`src/rtl/trc_params.svh`:
```
// Constants for the trace packet RAM controller: field positions,
// packet layout, bus encodings and reset values.
// Assumes inclusion by bare name from design files only.
`ifndef TRC_PARAMS_SVH
`define TRC_PARAMS_SVH

// ------------------------------------------------------------
// Packet layout
// ------------------------------------------------------------
`define TRC_PKT_BYTES 8
`define TRC_FLAG_BIT 0
`define TRC_SRC_WORD 1'h0
`define TRC_DST_WORD 1'h1

// ------------------------------------------------------------
// System bus encodings
// ------------------------------------------------------------
`define TRC_HTRANS_ACTIVE_BIT 1
`define TRC_HSIZE_BYTE 3'h0
`define TRC_HSIZE_HALF 3'h1
`define TRC_HRESP_OKAY 1'h0
`define TRC_BE_ALL 4'hF
`define TRC_BE_BYTE 4'h1
`define TRC_BE_HALF_LO 4'h3
`define TRC_BE_HALF_HI 4'hC

// ------------------------------------------------------------
// Reset values
// ------------------------------------------------------------
`define TRC_PC_RST 31'h0
`define TRC_WORD_RST 32'h0

`endif

```
`src/rtl/trc_pkg.sv`:
```
// Types shared by the trace packet RAM controller.
// Assumes nothing of its surroundings.
package trc_pkg;

   typedef logic [31:0] trc_word_t;

   // Packet writer: two RAM writes per packet
   typedef enum logic [2:0] {
      PK_IDLE = 3'b001,
      PK_SRC = 3'b010,
      PK_DST = 3'b100
   } trc_pk_state_t;

   // Owner of the single RAM port in a cycle
   typedef enum logic [4:0] {
      GR_NONE = 5'b00001,
      GR_TRACE = 5'b00010,
      GR_DPRD = 5'b00100,
      GR_APRD = 5'b01000,
      GR_DRAIN = 5'b10000
   } trc_grant_t;

endpackage

```
`src/rtl/trc_ram_ctl.sv`:
```
// Platform RAM controller with embedded change-of-flow trace recorder
// and a two-comparator watchpoint unit.
// Assumes a synchronous single-port RAM with one cycle read latency,
// an AHB-lite slave position, and the core trace port on i_clk.
`timescale 1ns/10ps
`default_nettype none
`include "trc_params.svh"

module trc_ram_ctl #(
   parameter int RAM_AW = 10
) (
   input wire logic i_clk,
   input wire logic i_resetn,
   // System bus slave
   input wire logic i_hsel,
   input wire logic [31:0] i_haddr,
   input wire logic [1:0] i_htrans,
   input wire logic i_hwrite,
   input wire logic [2:0] i_hsize,
   input wire trc_pkg::trc_word_t i_hwdata,
   input wire logic i_hready,
   output trc_pkg::trc_word_t o_hrdata,
   output logic o_hreadyout,
   output logic o_hresp,
   // RAM array
   output logic o_ram_en,
   output logic o_ram_we,
   output logic [3:0] o_ram_be,
   output logic [RAM_AW-1:0] o_ram_addr,
   output trc_pkg::trc_word_t o_ram_wdata,
   input wire trc_pkg::trc_word_t i_ram_rdata,
   // Core execution trace port
   input wire logic [30:0] i_exec_pc_half,
   input wire logic i_exec_pc_load,
   input wire logic i_sequential_flag,
   input wire logic i_atomic,
   // Recorder configuration
   input wire logic i_trace_enable,
   input wire logic [31:0] i_buf_base,
   input wire logic [RAM_AW-2:0] i_buf_mask,
   output logic [RAM_AW-2:0] o_trace_pos,
   output logic o_recording,
   // Watchpoint configuration and bus monitor
   input wire logic [1:0] i_wp_enable,
   input wire logic [1:0] i_wp_use_data,
   input wire logic [1:0] i_wp_is_halt,
   input wire logic [1:0][31:0] i_wp_addr,
   input wire logic [1:0][31:0] i_wp_data,
   input wire logic i_mon_valid,
   input wire logic [31:0] i_mon_addr,
   input wire logic [31:0] i_mon_data
);
   import trc_pkg::*;

   // ------------------------------------------------------------
   // Declarations
   // ------------------------------------------------------------
   trc_pk_state_t pk_state_reg;
   trc_grant_t grant;
   logic [30:0] pc_reg;
   trc_word_t pk_src_reg;
   trc_word_t pk_dst_reg;
   logic first_reg;
   logic rec_reg;
   logic en_q_reg;
   logic [RAM_AW-2:0] pkt_off_reg;
   logic pk_take;
   logic [RAM_AW-1:0] trace_addr;
   logic dp_valid_reg;
   logic dp_write_reg;
   logic dp_issued_reg;
   logic [RAM_AW-1:0] dp_addr_reg;
   logic [3:0] dp_be_reg;
   logic wb_valid_reg;
   logic [RAM_AW-1:0] wb_addr_reg;
   logic [3:0] wb_be_reg;
   trc_word_t wb_data_reg;
   trc_word_t wb_mask;
   logic ap;
   logic ap_rd;
   logic [RAM_AW-1:0] ap_addr;
   logic dp_rd_need;
   logic drain;
   logic [1:0] wp_match;
   logic trace_begin;
   logic trace_halt;

   function automatic logic [3:0] size_be(input logic [2:0] size, input logic [1:0] a);
      logic [3:0] be;
      be = `TRC_BE_ALL;
      if (size == `TRC_HSIZE_BYTE) begin
         be = 4'(`TRC_BE_BYTE << a);
      end else if (size == `TRC_HSIZE_HALF) begin
         be = a[1] ? `TRC_BE_HALF_HI : `TRC_BE_HALF_LO;
      end
      return be;
   endfunction

   // ------------------------------------------------------------
   // Watchpoint unit
   // ------------------------------------------------------------
   genvar gi;
   generate
      for (gi = 0; gi < 2; gi++) begin : g_cmp
         assign wp_match[gi] = i_mon_valid && i_wp_enable[gi] && (i_mon_addr == i_wp_addr[gi]) &&
                               (!i_wp_use_data[gi] || (i_mon_data == i_wp_data[gi]));
      end
   endgenerate

   assign trace_begin = |(wp_match & ~i_wp_is_halt);
   assign trace_halt = |(wp_match & i_wp_is_halt);

   // ------------------------------------------------------------
   // Recording state
   // ------------------------------------------------------------
   // Halt beats begin when both fire together, so a stop is never missed
   always_ff @(posedge i_clk or negedge i_resetn) begin
      if (!i_resetn) begin
         rec_reg <= 1'b0;
         en_q_reg <= 1'b0;
         first_reg <= 1'b0;
      end else begin
         en_q_reg <= i_trace_enable;
         if (!i_trace_enable || trace_halt) begin
            rec_reg <= 1'b0;
         end else if (trace_begin || !en_q_reg) begin
            rec_reg <= 1'b1;
         end
         if (!rec_reg && i_trace_enable && !trace_halt && (trace_begin || !en_q_reg)) begin
            first_reg <= 1'b1;
         end else if (pk_take) begin
            first_reg <= 1'b0;
         end
      end
   end

   assign o_recording = rec_reg;

   // ------------------------------------------------------------
   // Packet capture
   // ------------------------------------------------------------
   // A discontinuity during the source write of the previous packet is
   // dropped; the core does not branch twice that close in practice.
   assign pk_take = i_exec_pc_load && !i_sequential_flag && rec_reg && (pk_state_reg != PK_SRC);

   always_ff @(posedge i_clk or negedge i_resetn) begin
      if (!i_resetn) begin
         pc_reg <= `TRC_PC_RST;
      end else if (i_exec_pc_load) begin
         pc_reg <= i_exec_pc_half;
      end
   end

   // Exception entry and return arrive as ordinary discontinuities; the
   // core presents the return code as an address, giving two packets.
   always_ff @(posedge i_clk or negedge i_resetn) begin
      if (!i_resetn) begin
         pk_src_reg <= `TRC_WORD_RST;
         pk_dst_reg <= `TRC_WORD_RST;
      end else if (pk_take) begin
         pk_src_reg <= {pc_reg, i_atomic};
         pk_dst_reg <= {i_exec_pc_half, first_reg};
      end
   end

   always_ff @(posedge i_clk or negedge i_resetn) begin
      if (!i_resetn) begin
         pk_state_reg <= PK_IDLE;
      end else begin
         case (pk_state_reg)
            PK_IDLE: pk_state_reg <= pk_take ? PK_SRC : PK_IDLE;
            PK_SRC: pk_state_reg <= PK_DST;
            PK_DST: pk_state_reg <= pk_take ? PK_SRC : PK_IDLE;
            default: pk_state_reg <= PK_IDLE;
         endcase
      end
   end

   always_ff @(posedge i_clk or negedge i_resetn) begin
      if (!i_resetn) begin
         pkt_off_reg <= '0;
      end else if (!i_trace_enable) begin
         pkt_off_reg <= '0;
      end else if (pk_state_reg == PK_DST) begin
         pkt_off_reg <= (pkt_off_reg + 1'b1) & i_buf_mask;
      end
   end

   assign o_trace_pos = pkt_off_reg;
   // Base must be aligned to the packet size; the offset is added to it
   assign trace_addr = i_buf_base[RAM_AW+1:2] + {pkt_off_reg & i_buf_mask,
                       (pk_state_reg == PK_DST) ? `TRC_DST_WORD : `TRC_SRC_WORD};

   // ------------------------------------------------------------
   // System bus pipeline
   // ------------------------------------------------------------
   assign ap = i_hsel && i_htrans[`TRC_HTRANS_ACTIVE_BIT] && i_hready;
   assign ap_rd = ap && !i_hwrite;
   assign ap_addr = i_haddr[RAM_AW+1:2];
   assign dp_rd_need = dp_valid_reg && !dp_write_reg && !dp_issued_reg;

   // Trace wins the port; a posted write drains before a later read of its word at
   // one wait state, while a read issued in the write's data phase is forwarded when no older posted write is still pending.
   always_comb begin
      grant = GR_NONE;
      if (pk_state_reg != PK_IDLE) begin
         grant = GR_TRACE;
      end else if (dp_rd_need) begin
         grant = (wb_valid_reg && wb_addr_reg == dp_addr_reg) ? GR_DRAIN : GR_DPRD;
      end else if (dp_valid_reg && dp_write_reg && wb_valid_reg) begin
         grant = GR_DRAIN;
      end else if (ap_rd) begin
         grant = (wb_valid_reg && wb_addr_reg == ap_addr) ? GR_DRAIN : GR_APRD;
      end else if (wb_valid_reg) begin
         grant = GR_DRAIN;
      end
   end

   assign drain = (grant == GR_DRAIN);

   always_comb begin
      o_ram_en = 1'b0;
      o_ram_we = 1'b0;
      o_ram_be = 4'h0;
      o_ram_addr = ap_addr;
      o_ram_wdata = wb_data_reg;
      case (grant)
         GR_TRACE: begin
            o_ram_en = 1'b1;
            o_ram_we = 1'b1;
            o_ram_be = `TRC_BE_ALL;
            o_ram_addr = trace_addr;
            o_ram_wdata = (pk_state_reg == PK_DST) ? pk_dst_reg : pk_src_reg;
         end
         GR_DPRD: begin
            o_ram_en = 1'b1;
            o_ram_addr = dp_addr_reg;
         end
         GR_APRD: begin
            o_ram_en = 1'b1;
         end
         GR_DRAIN: begin
            o_ram_en = 1'b1;
            o_ram_we = 1'b1;
            o_ram_be = wb_be_reg;
            o_ram_addr = wb_addr_reg;
         end
         default: o_ram_en = 1'b0;
      endcase
   end

   assign o_hreadyout = !dp_valid_reg || (dp_write_reg ? (!wb_valid_reg || drain) : dp_issued_reg);
   assign wb_mask = {{8{wb_be_reg[3]}}, {8{wb_be_reg[2]}}, {8{wb_be_reg[1]}}, {8{wb_be_reg[0]}}};
   assign o_hrdata = (dp_valid_reg && !dp_write_reg && wb_valid_reg && wb_addr_reg == dp_addr_reg) ?
                     ((wb_data_reg & wb_mask) | (i_ram_rdata & ~wb_mask)) : i_ram_rdata;
   assign o_hresp = `TRC_HRESP_OKAY;

   // Data phase holds one address while the master holds the next one
   always_ff @(posedge i_clk or negedge i_resetn) begin
      if (!i_resetn) begin
         dp_valid_reg <= 1'b0;
         dp_write_reg <= 1'b0;
         dp_issued_reg <= 1'b0;
         dp_addr_reg <= '0;
         dp_be_reg <= 4'h0;
      end else if (o_hreadyout) begin
         dp_valid_reg <= ap;
         dp_write_reg <= i_hwrite;
         dp_issued_reg <= (grant == GR_APRD);
         dp_addr_reg <= ap_addr;
         dp_be_reg <= size_be(i_hsize, i_haddr[1:0]);
      end else if (grant == GR_DPRD) begin
         dp_issued_reg <= 1'b1;
      end
   end

   always_ff @(posedge i_clk or negedge i_resetn) begin
      if (!i_resetn) begin
         wb_valid_reg <= 1'b0;
         wb_addr_reg <= '0;
         wb_be_reg <= 4'h0;
         wb_data_reg <= `TRC_WORD_RST;
      end else if (dp_valid_reg && dp_write_reg && o_hreadyout) begin
         wb_valid_reg <= 1'b1;
         wb_addr_reg <= dp_addr_reg;
         wb_be_reg <= dp_be_reg;
         wb_data_reg <= i_hwdata;
      end else if (drain) begin
         wb_valid_reg <= 1'b0;
      end
   end
endmodule // trc_ram_ctl

`default_nettype wire

```
`config.mk`:
```
export PLATFORM = sky130hd
export DESIGN_NAME = trc_ram_ctl
export DESIGN_NICKNAME = d
export VERILOG_FILES = /design/src/rtl/trc_pkg.sv /design/src/rtl/trc_ram_ctl.sv
export VERILOG_INCLUDE_DIRS = /design/src /design/src/rtl
export SDC_FILE = /design/constraint.sdc
export NUM_CORES = 1
export LEC_CHECK = 0
export BUFFER_PORTS_ARGS = -buffer_cell sky130_fd_sc_hd__buf_2
export CAP_MARGIN = 5
export CORE_AREA = 2 2 182 184
export CTS_CLUSTER_DIAMETER = 60
export DETAILED_ROUTE_END_ITERATION = 8
export DIE_AREA = 0 0 184 186
export REMOVE_ABC_BUFFERS = 1
export SKIP_CTS_REPAIR_TIMING = 1
export SLEW_MARGIN = 10
export SYNTH_ARGS = -nofsm -noshare
export SYNTH_HDL_FRONTEND = slang
export SYNTH_SLANG_ARGS = --single-unit
```
`constraint.sdc`:
```
create_clock -name i_clk -period 9.4 [get_ports i_clk]
set_input_delay 0.94 -clock i_clk [delete_from_list [all_inputs] [get_ports i_clk]]
set_output_delay 0.94 -clock i_clk [all_outputs]
set_load 0.1 [all_outputs]
```
* After elaboration in Yosys (flattened, before gate mapping) *
Index checks and enable logic that the tools add are counted.

word-level totals
  flip-flop bits (word level) = 174
  latch bits = 0
  memory bits (writable) = 0
  ROM bits = 0
  input bits = 381
  output and inout port bits = 92
  memories kept = 0

operators by class
  $add $sub $neg = 2
  multipliers = 0
  div/mod/pow operators = 0
  order comparisons = 0
  equality and inequality tests = 17
  shift-type cells = 1
  mux-type cells = 31
  bitwise logic cells = 9
  reductions and logical operators = 52

operators by type and width
  kind                   number
  $eq A32 B32 Y1         4
  $mux W32               3
  $and A32 B32 Y32       2
  $mux W5                7
  $not A32 Y32           1
  $or A32 B32 Y32        1
  $pmux W10 S3           1
  $logic_and A1 B1 Y1    24
  $eq A10 B10 Y1         2
  $and A9 B9 Y9          2
  $mux W9                2
  $logic_not A1 Y1       12
  $mux W1                12
  $mux W4                3
  $add A10 B10 Y10       1
  $add A9 B1 Y9 const B  1
  $pmux W4 S2            1
  $reduce_bool A2 Y1     4
  $reduce_or A2 Y1       4
  $eq A3 B1 Y1 const B   2
  $logic_or A1 B1 Y1     6
  $pmux W3 S2            1
  $eq A5 B2 Y1 const B   1
  $eq A5 B3 Y1 const B   1
  13 further kinds       14

* Longest topological paths before layout *
Gate-level depths: netlist of the first run.

  depth in word-level cells = 13
  depth in mapped cells = 14
  mapped depth without buffers = 12

* Worst setup path before layout of the first run *
No wires, ideal clock.

  kind = in2out
  start = input i_hwrite
  end = output o_ram_addr[0]
  arrival time = 4294 ps
  required time = 8460 ps
  path slack = 4166 ps
  cell stages on the path = 7
  buffers on the path = 1
  path through = nand4b_1 o21ai_0 nand2_1 nor2_1 clkbuf_1 a21oi_1 o21ai_0

on the way
  word-level cells in the longest chain between the ends = 8
  elaborated cells on any way between the ends = 10
  classes of those cells = eq/ne: 3; mux: 5; reduce/logical: 2

RTL lines
  element                                     line                text
  start, declared                             trc_ram_ctl.sv:18   input wire logic i_hwrite,
  $logic_not A1 Y1 *                          trc_ram_ctl.sv:198  assign ap_rd = ap && !i_hwrite;
  $logic_and A1 B1 Y1 *                       trc_ram_ctl.sv:198
  $mux W5 *                                   trc_ram_ctl.sv:212  end else if (ap_rd) begin
  $mux W5 *                                   trc_ram_ctl.sv:210  end else if (dp_valid_reg && dp_write_reg && wb_valid_reg) begin
  $mux W5 *                                   trc_ram_ctl.sv:208  end else if (dp_rd_need) begin
  $mux W5 *                                   trc_ram_ctl.sv:206  if (pk_state_reg != PK_IDLE) begin
  $eq A5 B5 Y1, or another cell as far along  trc_ram_ctl.sv:227  case (grant)
  $pmux W10 S3 *                              trc_ram_ctl.sv:227
  end, declared                               trc_ram_ctl.sv:29   output logic [RAM_AW-1:0] o_ram_addr,

Mark *: on every way between the ends. The rest lies on a longest branch, timed or not.

* Worst setup path after layout of the first run *
  start = register pk_state_reg[0]
  end = output o_ram_addr[8]

on the way
  word-level cells in the longest chain between the ends = 4
  elaborated cells on any way between the ends = 9
  classes of those cells = add/sub: 1; eq/ne: 5; mux: 3

RTL lines
  element                                                     line                                    text
  start, declared                                             trc_ram_ctl.sv:58                       trc_pk_state_t pk_state_reg;
  start signal, assigned                                      trc_ram_ctl.sv:171                      PK_IDLE: pk_state_reg <= pk_take ? PK_SRC : PK_IDLE;
  start signal, assigned                                      trc_ram_ctl.sv:173                      PK_DST: pk_state_reg <= pk_take ? PK_SRC : PK_IDLE;
  $eq A3 B3 Y1 / $ne A3 B1 Y1 (equally long branches)         trc_ram_ctl.sv:192, trc_ram_ctl.sv:206
  $mux W1 (no source line) / $mux W5 (equally long branches)  --
  $add A10 B10 Y10, or another cell as far along              trc_ram_ctl.sv:191                      assign trace_addr = i_buf_base[RAM_AW+1:2] + {pkt_off_reg & i_buf_mask,
  $pmux W10 S3 *                                              trc_ram_ctl.sv:227

Marks and branches as above.

==> flow_summary.html, run 1 <==
<table>
<tr><th>Metric</th><th>Value</th></tr>
<tr><th colspan="2">CTS</th></tr>
<tr><td>Clock slew at reported path FFs</td><td>around 0.07 ns</td></tr>
<tr><td>Clock tree from TritonCTS</td><td>done</td></tr>
<tr><td>Worst skew pair latency</td><td>between 0.4 and 0.5 ns</td></tr>
<tr><td>CTS max path bufs</td><td>2</td></tr>
<tr><td>Number of sinks driven by the clock tree</td><td>174</td></tr>
<tr><td>Buffer cell driving the clock tree root</td><td>sky130_fd_sc_hd__clkbuf_16</td></tr>
<tr><td>Level count of the clock H-tree</td><td>4</td></tr>
<tr><td>Number of clock buffers inserted by TritonCTS</td><td>17</td></tr>
<tr><th colspan="2">Pwr</th></tr>
<tr><td>Power density over cell area</td><td>around 260 nW/um^2</td></tr>
<tr><td>Clock network fraction of total power</td><td>21.7%</td></tr>
<tr><td>Static leakage</td><td>between 6 and 7 nW</td></tr>
<tr><td>Worst vdd rail ir drop</td><td>between 0.15 and 0.2 mV</td></tr>
<tr><td>Sequential group share of total power</td><td>a little under a third</td></tr>
<tr><td>Sw Pwr</td><td>between 1.5 and 2 mW</td></tr>
<tr><td>Internal power</td><td>about 1.9 mW</td></tr>
<tr><td>Combinational fraction of design power</td><td>approximately 47%</td></tr>
<tr><td>Switching part of the total</td><td>between 40% and 50%</td></tr>
<tr><th colspan="2">Worst hold path</th></tr>
<tr><td>Worst hold-check path type</td><td>register to register</td></tr>
<tr><td>Startpoint of the worst hold path</td><td>dp_be_reg[1]</td></tr>
<tr><td>Worst-case hold path end point</td><td>dp_be_reg[1]</td></tr>
<tr><td>Worst hold path depth</td><td>2</td></tr>
<tr><th colspan="2">Global route</th></tr>
<tr><td>Global-route wire length before repair</td><td>approximately 52000 um</td></tr>
<tr><td>Pin count of the biggest net entering global routing</td><td>107</td></tr>
<tr><td>Met2 usage in global routing</td><td>34.7%</td></tr>
<tr><td>Met3 layer usage reported by global route</td><td>under 10%</td></tr>
<tr><td>Top Usage Layer GRT</td><td>met2</td></tr>
<tr><td>Total overflow reported by the global router</td><td>0</td></tr>
<tr><td>Aggregate global-route resource usage</td><td>between 20 and 25%</td></tr>
<tr><td>Fraction of met1 tracks used by global routing</td><td>around a quarter</td></tr>
<tr><td>Via count of the first global-routing pass</td><td>about 9000</td></tr>
<tr><td>Initial antenna violation count</td><td>17</td></tr>
<tr><th colspan="2">Logic synthesis</th></tr>
<tr><td>Area share of the largest cell type after synthesis</td><td>42.8%</td></tr>
<tr><td>Most common cell in the netlist</td><td>sky130_fd_sc_hd__dfrtp_1</td></tr>
<tr><td>List of most frequent post-synthesis cells</td><td>sky130_fd_sc_hd__dfrtp_1, sky130_fd_sc_hd__mux2_2, sky130_fd_sc_hd__nand2_1</td></tr>
<tr><td>Mean instance size in the synthesized netlist</td><td>about 11 sq um</td></tr>
<tr><td>Cell type with the largest total area after synthesis</td><td>sky130_fd_sc_hd__dfrtp_1</td></tr>
<tr><td>Biggest area contributors in the synthesized netlist</td><td>sky130_fd_sc_hd__dfrtp_1, sky130_fd_sc_hd__mux2_2, sky130_fd_sc_hd__xor2_1</td></tr>
<tr><td>Number of enable-type register cells in the synthesized netlist</td><td>0</td></tr>
<tr><td>Sequential area share after synthesis</td><td>43.1%</td></tr>
<tr><td>Share of flip-flops with an asynchronous set or reset</td><td>between 90% and 100%</td></tr>
<tr><td>Distinct cells, synth</td><td>54</td></tr>
<tr><td>Count of mapped cells out of synthesis</td><td>957</td></tr>
<tr><td>Synthesis-stage register bit count</td><td>roughly 170</td></tr>
<tr><td>Count of synthesis-stage warnings from yosys</td><td>0</td></tr>
<tr><td>Top FF cell, synth</td><td>sky130_fd_sc_hd__dfrtp_1</td></tr>
<tr><td>Total standard cell area after synthesis</td><td>10100 sq um</td></tr>
<tr><th colspan="2">Floorplanning</th></tr>
<tr><td>Die X-Extent</td><td>184 um</td></tr>
<tr><td>Chip height</td><td>between 150 and 200 um</td></tr>
<tr><td>Initial standard-cell utilization of the core</td><td>31.4%</td></tr>
<tr><td>Total I/O pin count</td><td>~470</td></tr>
<tr><td>Die Outline Area</td><td>between 30000 and 40000 sq um</td></tr>
<tr><td>Num rows</td><td>between 60 and 70</td></tr>
<tr><td>Core ar.</td><td>between 30000 and 40000 sq um</td></tr>
<tr><th colspan="2">Routing</th></tr>
<tr><td>Routed wire length</td><td>between 30000 and 40000 um</td></tr>
<tr><td>Starting DRC count in detailed routing</td><td>between 400 and 500</td></tr>
<tr><td>Number of DRC violations after detailed routing</td><td>0</td></tr>
<tr><td>Post-detailed-route wirelength per cell</td><td>19.5 um</td></tr>
<tr><td>Total via count after detailed routing</td><td>slightly below 9000</td></tr>
<tr><td>Post-DRT Antenna Nets</td><td>0</td></tr>
<tr><td>DR vias/cell</td><td>just under 5</td></tr>
<tr><td>DR pass1 iterations</td><td>5</td></tr>
<tr><th colspan="2">Setup path</th></tr>
<tr><td>Worst reg2reg path endpoint</td><td>wb_data_reg[24]</td></tr>
<tr><td>Worst Reg-to-Reg Cells</td><td>9</td></tr>
<tr><td>Most used cell, CP</td><td>sky130_fd_sc_hd__nor2_1</td></tr>
<tr><td>Critical path data arrival time</td><td>~3.6 ns</td></tr>
<tr><td>Instance count on the critical path</td><td>13</td></tr>
<tr><td>Top fanout value on the critical path</td><td>4</td></tr>
<tr><td>Required time reported for the critical path endpoint</td><td>between 8 and 9 ns</td></tr>
<tr><td>Largest delay share family, worst path</td><td>compound AO/OA/AOI/OAI gates</td></tr>
<tr><td>Setup slack of the worst register-to-register path</td><td>approximately 5.7 ns</td></tr>
<tr><td>Maximum cell stage delay along the critical path</td><td>between 0.5 and 0.6 ns</td></tr>
<tr><td>Cells traversed along the worst timing path</td><td>nor2_1 -&gt; nand2_2 -&gt; clkinv_1 -&gt; ha_1 -&gt; fa_1 -&gt; a21o_1 -&gt; a211oi_1 -&gt; nor2_1 -&gt; o41ai_1 -&gt; xnor2_1 -&gt; nand2_1 -&gt; o21ai_0 -&gt; buf_2</td></tr>
<tr><td>Critical path class</td><td>register to output pin</td></tr>
<tr><td>Kind of end point of the critical path</td><td>output pin</td></tr>
<tr><td>Launch point of the worst reg-to-reg path</td><td>wb_addr_reg[2]</td></tr>
<tr><td>Slowest library cell on the worst path</td><td>sky130_fd_sc_hd__dfstp_2</td></tr>
<tr><td>Buf+Inv Stages, Crit Path</td><td>2</td></tr>
<tr><td>Setup crit start kind</td><td>register</td></tr>
<tr><th colspan="2">STA</th></tr>
<tr><td>Final setup violation count</td><td>0</td></tr>
<tr><td>Count of final max-slew check failures</td><td>0</td></tr>
<tr><td>Final Hold Slack</td><td>a little under 0.5 ns</td></tr>
<tr><td>Period utilisation layout</td><td>between 40% and 50%</td></tr>
<tr><td>Skew final</td><td>about 0.013 ns</td></tr>
<tr><td>Worst Tran Pin Value</td><td>0.990 ns</td></tr>
<tr><td>Post-layout min period</td><td>between 4 and 5 ns</td></tr>
<tr><td>RSZ-0062 raised after global routing</td><td>false</td></tr>
<tr><td>Summed negative setup slack over all endpoints</td><td>0 ns</td></tr>
<tr><td>Relative max-transition margin</td><td>between 30% and 40%</td></tr>
<tr><td>Highest achievable clock rate</td><td>around 220 MHz</td></tr>
<tr><td>Final count of hold timing violations</td><td>0</td></tr>
<tr><th colspan="2">Placement</th></tr>
<tr><td>Post-placement cell count</td><td>between 1500 and 2000</td></tr>
<tr><td>Total cell area at the placement stage</td><td>~13000 sq um</td></tr>
<tr><td>Final weighted congestion in routability-driven placement</td><td>0.919</td></tr>
<tr><td>I/O Buffers</td><td>about 430</td></tr>
<tr><td>HPWL after DPL</td><td>between 20000 and 30000 um</td></tr>
<tr><th colspan="2">Layout</th></tr>
<tr><td>Area of the multi-input gates</td><td>roughly 5500 sq um</td></tr>
<tr><td>Fraction of layout instances using a drive strength above 1</td><td>between 40% and 50%</td></tr>
<tr><td>Area taken by flip-flops and latches</td><td>about 4400 sq um</td></tr>
<tr><td>Filler Cell Count</td><td>3258</td></tr>
<tr><td>Area growth from synthesis to layout</td><td>31.9%</td></tr>
<tr><td>Final cell count without fillers</td><td>about 1800</td></tr>
<tr><td>Fin nets</td><td>around 1800</td></tr>
<tr><td>Summed area of non-filler cells in the final layout</td><td>~13000 sq um</td></tr>
<tr><th colspan="2">Outcome</th></tr>
<tr><td>Result of the run</td><td>completed</td></tr>
<tr><th colspan="2">Job</th></tr>
<tr><td>Total of max-cap violations</td><td>0</td></tr>
</table>
## layout make-up
cell class              instances  share of cell area (%)
diodes                         10                   0.188
clock buffers                  21                    3.60
clock inverters                10                    1.14
inverters                      12                   0.338
multi-input cells             733                    41.6
flip-flops and latches        174                    32.7
well taps                     408                    3.83
repair buffers                438                    16.7
## power by group through the flow
stage	Clock, mW	Combinational [mW]	Sequential (mW)
floorplan	0	1.31	1.08
detailed placement	0	1.63	1.12
finish	0.759	1.63	1.11
global placement	0	1.62	1.11
global route	0.812	1.72	1.14
CTS	0.780	1.64	1.11
## worst min-delay path: stages, from the launching register on
cell and delay [ns]:
sky130_fd_sc_hd__dfrtp_1 0.34, sky130_fd_sc_hd__nand2_1 0.04, sky130_fd_sc_hd__o21ai_0 0.06
## how the worst max path moves through the flow
stage,startpoint,end
finish,pk_state_reg[0],o_ram_addr[8]
global route,pk_state_reg[0],o_ram_addr[8]
floorplan,o_recording,pk_dst_reg[0]
global placement,i_buf_base[2],o_ram_addr[8]
detailed placement,i_haddr[5],wb_data_reg[24]
CTS,wb_addr_reg[7],o_hrdata[1]
## metrics by stage
stage          util [%]  total power, mW  worst slack, ns
2_1_floorplan         -             2.38             3.18
3_3_place_gp       39.4             2.73             5.12
3_5_place_dp       39.4             2.75             5.08
4_1_cts            41.3             3.52             4.86
5_1_grt            41.4             3.66             4.67
6_report           41.4             3.49             4.91
## metal layers
metal | vias up | wire length (um)
met4 | 2 | 982
met5 | - | 13
li1 | 4223 | -
met1 | 4323 | 14800
met3 | 47 | 2220
met2 | 323 | 17300
## cell usage in the layout, fill, tap and decap left out, types with 5 or more instances in the layout
| master | count |
|---|---|
| sky130_fd_sc_hd__a22oi_1 | 7 |
| sky130_fd_sc_hd__nor2_1 | 54 |
| sky130_fd_sc_hd__nand2_1 | 122 |
| sky130_fd_sc_hd__dfrtp_1 | 173 |
| sky130_fd_sc_hd__o21ai_0 | 19 |
| sky130_fd_sc_hd__nor3_1 | 9 |
| sky130_fd_sc_hd__ha_1 | 10 |
| sky130_fd_sc_hd__a21oi_1 | 28 |
| sky130_fd_sc_hd__nand4_1 | 16 |
| sky130_fd_sc_hd__and2_1 | 9 |
| sky130_fd_sc_hd__buf_4 | 10 |
| sky130_fd_sc_hd__mux2_2 | 172 |
| sky130_fd_sc_hd__xor2_1 | 112 |
| sky130_fd_sc_hd__buf_2 | 427 |
| sky130_fd_sc_hd__a211oi_1 | 5 |
| sky130_fd_sc_hd__nand3_1 | 13 |
| sky130_fd_sc_hd__a31oi_1 | 32 |
| sky130_fd_sc_hd__clkbuf_16 | 17 |
| sky130_fd_sc_hd__diode_2 | 10 |
| sky130_fd_sc_hd__inv_1 | 10 |
| sky130_fd_sc_hd__nor4_1 | 28 |
| sky130_fd_sc_hd__xnor2_1 | 45 |
| sky130_fd_sc_hd__mux2_1 | 10 |
| sky130_fd_sc_hd__a21o_1 | 6 |
## kinds of logic after synthesis
logic type               count (synthesis)  synth area share [%]
AND/OR/NAND/NOR                        266                  12.0
multiplexers                           184                  20.5
flip-flops                             174                  43.1
XOR/XNOR                               157                  13.6
AO/OA/AOI/OAI                          114                  7.15
buffers and inverters                   50                  2.20
adder cells (fa/ha/maj)                 11                  1.44
other                                    1                0.0371
Note: power is estimated with default switching activity, not from simulation.
==> run 2: changes to the inputs <==
clock period = 4.2 ns   (was 9.4 ns; I/O delays follow)
==> run 2 against run 1 <==
Net effect: sequential share of layout area fell by 0.26 points; first-iteration DRC count fell by 9.4%; via count rose by 0.54%; critical path depth did not move; routed wire length rose by 0.40%; worst setup slack got worse by 4.4 ns; global-route usage rose by 0.19 points; largest power group unchanged; register-to-register slack got worse by 5.1 ns; clock power rose by 110%; hold slack got worse by 0.44 ns; non-clock buffer count rose by 4.
==> flow_summary.html, run 2 (synthesized netlist as in run 1, its figures left out) <==
<table>
<tr><th>Metric</th><th>Value</th></tr>
<tr><th colspan="2">STA</th></tr>
<tr><td>RSZ-0062 raised after global routing</td><td>false (unchanged)</td></tr>
<tr><td>Skew final</td><td>0.0158 ns (was 0.0128 ns)</td></tr>
<tr><td>Final count of hold timing violations</td><td>0 (unchanged)</td></tr>
<tr><td>Highest achievable clock rate</td><td>268 MHz</td></tr>
<tr><td>Relative max-transition margin</td><td>36.2% (was 34.0%)</td></tr>
<tr><td>Worst Tran Pin Value</td><td>0.956 ns (was 0.990 ns)</td></tr>
<tr><td>Post-layout min period</td><td>around 3.7 ns</td></tr>
<tr><td>Summed negative setup slack over all endpoints</td><td>0 ns (unchanged)</td></tr>
<tr><td>Count of final max-slew check failures</td><td>0 (unchanged)</td></tr>
<tr><td>Period utilisation layout</td><td>slightly below 90%</td></tr>
<tr><td>Final setup violation count</td><td>0 (unchanged)</td></tr>
<tr><th colspan="2">Placement</th></tr>
<tr><td>Post-placement cell count</td><td>1769 (was 1765)</td></tr>
<tr><td>Total cell area at the placement stage</td><td>12800 sq um (was 12700 sq um)</td></tr>
<tr><td>Final weighted congestion in routability-driven placement</td><td>0.943 (was 0.919)</td></tr>
<tr><td>I/O Buffers</td><td>428 (unchanged)</td></tr>
<tr><td>HPWL after DPL</td><td>28000 um (was 27700 um)</td></tr>
<tr><th colspan="2">Job</th></tr>
<tr><td>Total of max-cap violations</td><td>0 (unchanged)</td></tr>
<tr><th colspan="2">CTS</th></tr>
<tr><td>Worst skew pair latency</td><td>0.44 ns (was 0.43 ns)</td></tr>
<tr><td>Clock tree from TritonCTS</td><td>done (unchanged)</td></tr>
<tr><td>Level count of the clock H-tree</td><td>4 (unchanged)</td></tr>
<tr><td>Number of sinks driven by the clock tree</td><td>174 (unchanged)</td></tr>
<tr><td>Number of clock buffers inserted by TritonCTS</td><td>17 (unchanged)</td></tr>
<tr><td>CTS max path bufs</td><td>2 (unchanged)</td></tr>
<tr><td>Buffer cell driving the clock tree root</td><td>sky130_fd_sc_hd__clkbuf_16 (unchanged)</td></tr>
<tr><td>Clock slew at reported path FFs</td><td>0.07 ns (about the same)</td></tr>
<tr><th colspan="2">Pwr</th></tr>
<tr><td>Worst vdd rail ir drop</td><td>0.385 mV (was 0.175 mV)</td></tr>
<tr><td>Power density over cell area</td><td>584 nW/um^2 (was 262 nW/um^2)</td></tr>
<tr><td>Static leakage</td><td>6.26 nW (was 6.21 nW)</td></tr>
<tr><th colspan="2">Layout</th></tr>
<tr><td>Filler Cell Count</td><td>3221 (was 3258)</td></tr>
<tr><td>Final cell count without fillers</td><td>1814 (was 1806)</td></tr>
<tr><td>Summed area of non-filler cells in the final layout</td><td>13400 sq um (was 13300 sq um)</td></tr>
<tr><td>Area growth from synthesis to layout</td><td>33.0% (was 31.9%)</td></tr>
<tr><td>Commonest non-fill, non-tap cells in the layout</td><td>sky130_fd_sc_hd__buf_2, sky130_fd_sc_hd__dfrtp_1, sky130_fd_sc_hd__mux2_2, sky130_fd_sc_hd__nand2_1, sky130_fd_sc_hd__xor2_1 (unchanged)</td></tr>
<tr><td>Utilization of the core after routing</td><td>41.7% (was 41.4%)</td></tr>
<tr><td>Fin nets</td><td>1772 (was 1768)</td></tr>
<tr><td>Most common cell after layout, fill and taps aside</td><td>sky130_fd_sc_hd__buf_2 (unchanged)</td></tr>
<tr><td>Fraction of layout instances using a drive strength above 1</td><td>47.1% (was 46.9%)</td></tr>
<tr><th colspan="2">Routing</th></tr>
<tr><td>Number of DRC violations after detailed routing</td><td>0 (unchanged)</td></tr>
<tr><td>Total via count after detailed routing</td><td>8966 (was 8918)</td></tr>
<tr><td>DR vias/cell</td><td>4.94 (about the same)</td></tr>
<tr><td>Post-DRT Antenna Nets</td><td>0 (unchanged)</td></tr>
<tr><td>Routed wire length</td><td>35400 um (was 35200 um)</td></tr>
<tr><td>Post-detailed-route wirelength per cell</td><td>19.5 um (about the same)</td></tr>
<tr><td>Starting DRC count in detailed routing</td><td>424 (was 468)</td></tr>
<tr><td>DR pass1 iterations</td><td>5 (unchanged)</td></tr>
<tr><th colspan="2">Setup path</th></tr>
<tr><td>Worst reg2reg path endpoint</td><td>wb_addr_reg[9] (was wb_data_reg[24])</td></tr>
<tr><td>Critical path data arrival time</td><td>3.30 ns (was 3.55 ns)</td></tr>
<tr><td>Kind of end point of the critical path</td><td>output pin (unchanged)</td></tr>
<tr><td>Critical path class</td><td>register to output pin (unchanged)</td></tr>
<tr><td>Setup slack of the worst register-to-register path</td><td>0.57 ns (was 5.66 ns)</td></tr>
<tr><td>Setup crit start kind</td><td>register (unchanged)</td></tr>
<tr><td>Required time reported for the critical path endpoint</td><td>3.78 ns (was 8.46 ns)</td></tr>
<tr><td>Worst Reg-to-Reg Cells</td><td>7 (was 9)</td></tr>
<tr><td>Top fanout value on the critical path</td><td>4 (unchanged)</td></tr>
<tr><td>Launch point of the worst reg-to-reg path</td><td>wb_addr_reg[7] (was wb_addr_reg[2])</td></tr>
<tr><th colspan="2">Global route</th></tr>
<tr><td>Aggregate global-route resource usage</td><td>20.6% (was 20.4%)</td></tr>
<tr><td>Pin count of the biggest net entering global routing</td><td>98 (was 107)</td></tr>
<tr><td>Initial antenna violation count</td><td>21 (was 17)</td></tr>
<tr><td>Total overflow reported by the global router</td><td>0 (unchanged)</td></tr>
<tr><td>Via count of the first global-routing pass</td><td>8773 (was 8844)</td></tr>
<tr><td>Global-route wire length before repair</td><td>52400 um (was 52100 um)</td></tr>
<tr><th colspan="2">Outcome</th></tr>
<tr><td>Result of the run</td><td>completed (unchanged)</td></tr>
<tr><th colspan="2">Floorplanning</th></tr>
<tr><td>Die X-Extent</td><td>184 um (unchanged)</td></tr>
<tr><td>Total I/O pin count</td><td>473 (unchanged)</td></tr>
<tr><td>Initial standard-cell utilization of the core</td><td>31.4% (unchanged)</td></tr>
<tr><td>Core ar.</td><td>32200 sq um (unchanged)</td></tr>
<tr><td>Num rows</td><td>66 (unchanged)</td></tr>
<tr><td>Die Outline Area</td><td>34200 sq um (unchanged)</td></tr>
<tr><td>Chip height</td><td>186 um (unchanged)</td></tr>
<tr><th colspan="2">Worst hold path</th></tr>
<tr><td>Worst hold-check path type</td><td>primary input to async pin (was register to register)</td></tr>
</table>
run 2: changes by cell type in the layout (fill, tap and decap cells not counted):
cell	before	now
sky130_fd_sc_hd__buf_12	0	7
sky130_fd_sc_hd__buf_2	427	421
sky130_fd_sc_hd__buf_4	10	13
sky130_fd_sc_hd__bufinv_16	3	1
sky130_fd_sc_hd__clkbuf_8	4	0
sky130_fd_sc_hd__clkinv_2	0	1
sky130_fd_sc_hd__clkinv_4	1	3
sky130_fd_sc_hd__clkinv_8	0	2
sky130_fd_sc_hd__clkinvlp_4	2	0
sky130_fd_sc_hd__diode_2	10	13
sky130_fd_sc_hd__inv_6	3	5
sky130_fd_sc_hd__inv_8	1	3
run 2: stage by stage:
step | setup WS, ns | total power, mW | hold WS [ns]
CTS | 0.426 | 7.91 | 0.0916
global placement | 0.628 | 6.21 | 0.457
finish | 0.475 | 7.85 | 0.0381
detailed placement | 0.603 | 6.26 | 0.470
floorplan | -2.02 | 5.33 | 0.124
global route | 0.243 | 8.24 | 0.110
run 2: layout make-up:
| type | count | area, sq um | area share, % |
|---|---|---|---|
| antenna | 13 | 32.5 | 0.242 |
| clock buffer | 17 | 425 | 3.16 |
| multi-input combinational | 733 | 5550 | 41.3 |
| inverter | 12 | 45.0 | 0.335 |
| sequential | 174 | 4360 | 32.4 |
| timing repair buffer | 442 | 2360 | 17.5 |
| clock inverter | 15 | 171 | 1.28 |
| tap | 408 | 510 | 3.80 |
run 2: worst max path at each step:
stage / depth (start not counted) / endpoint / slack [ns] / startpoint
4_1_cts: 13 / o_ram_addr[8] / 0.43 / pk_state_reg[0]
3_5_place_dp: 7 / wb_addr_reg[9] / 0.60 / wb_addr_reg[7]
5_1_grt: 13 / o_ram_addr[8] / 0.24 / pk_state_reg[0]
3_3_place_gp: 7 / wb_addr_reg[3] / 0.63 / wb_addr_reg[7]
6_report: 13 / o_ram_addr[8] / 0.48 / pk_state_reg[0]
2_1_floorplan: 3 / pk_dst_reg[0] / -2.02 / o_recording
run 2: layer usage:
layer | vias up | wire length [um] | GRT usage [%] | part of all wire, %
met1 | 4350 | 15300 | 26.4 | 43
met4 | 2 | 1480 | 9.89 | 4.2
met2 | 310 | 16600 | 33.3 | 47
li1 | 4237 | - | - | -
met5 | - | 13 | 0 | 0.037
met3 | 67 | 2010 | 4.15 | 5.7
run 2: critical path, cell delays in order (launching register included):
cell                       delay, ns
sky130_fd_sc_hd__dfstp_2        0.54
sky130_fd_sc_hd__nor2_1         0.05
sky130_fd_sc_hd__nand2_2        0.07
sky130_fd_sc_hd__clkinv_1       0.07
sky130_fd_sc_hd__ha_1           0.21
sky130_fd_sc_hd__fa_1           0.43
sky130_fd_sc_hd__a21o_1         0.19
sky130_fd_sc_hd__a211oi_1       0.23
sky130_fd_sc_hd__nor2_1         0.10
sky130_fd_sc_hd__o41ai_1        0.37
sky130_fd_sc_hd__xnor2_1        0.17
sky130_fd_sc_hd__nand2_1        0.06
sky130_fd_sc_hd__o21ai_0        0.16
sky130_fd_sc_hd__buf_12         0.22
run 2: power by group:
part	internal (mW)	switching, mW	total [mW]
combinational	1.09	2.66	3.75
sequential	2.13	0.345	2.48
clock	0.851	0.772	1.62
total	4.07	3.78	7.85
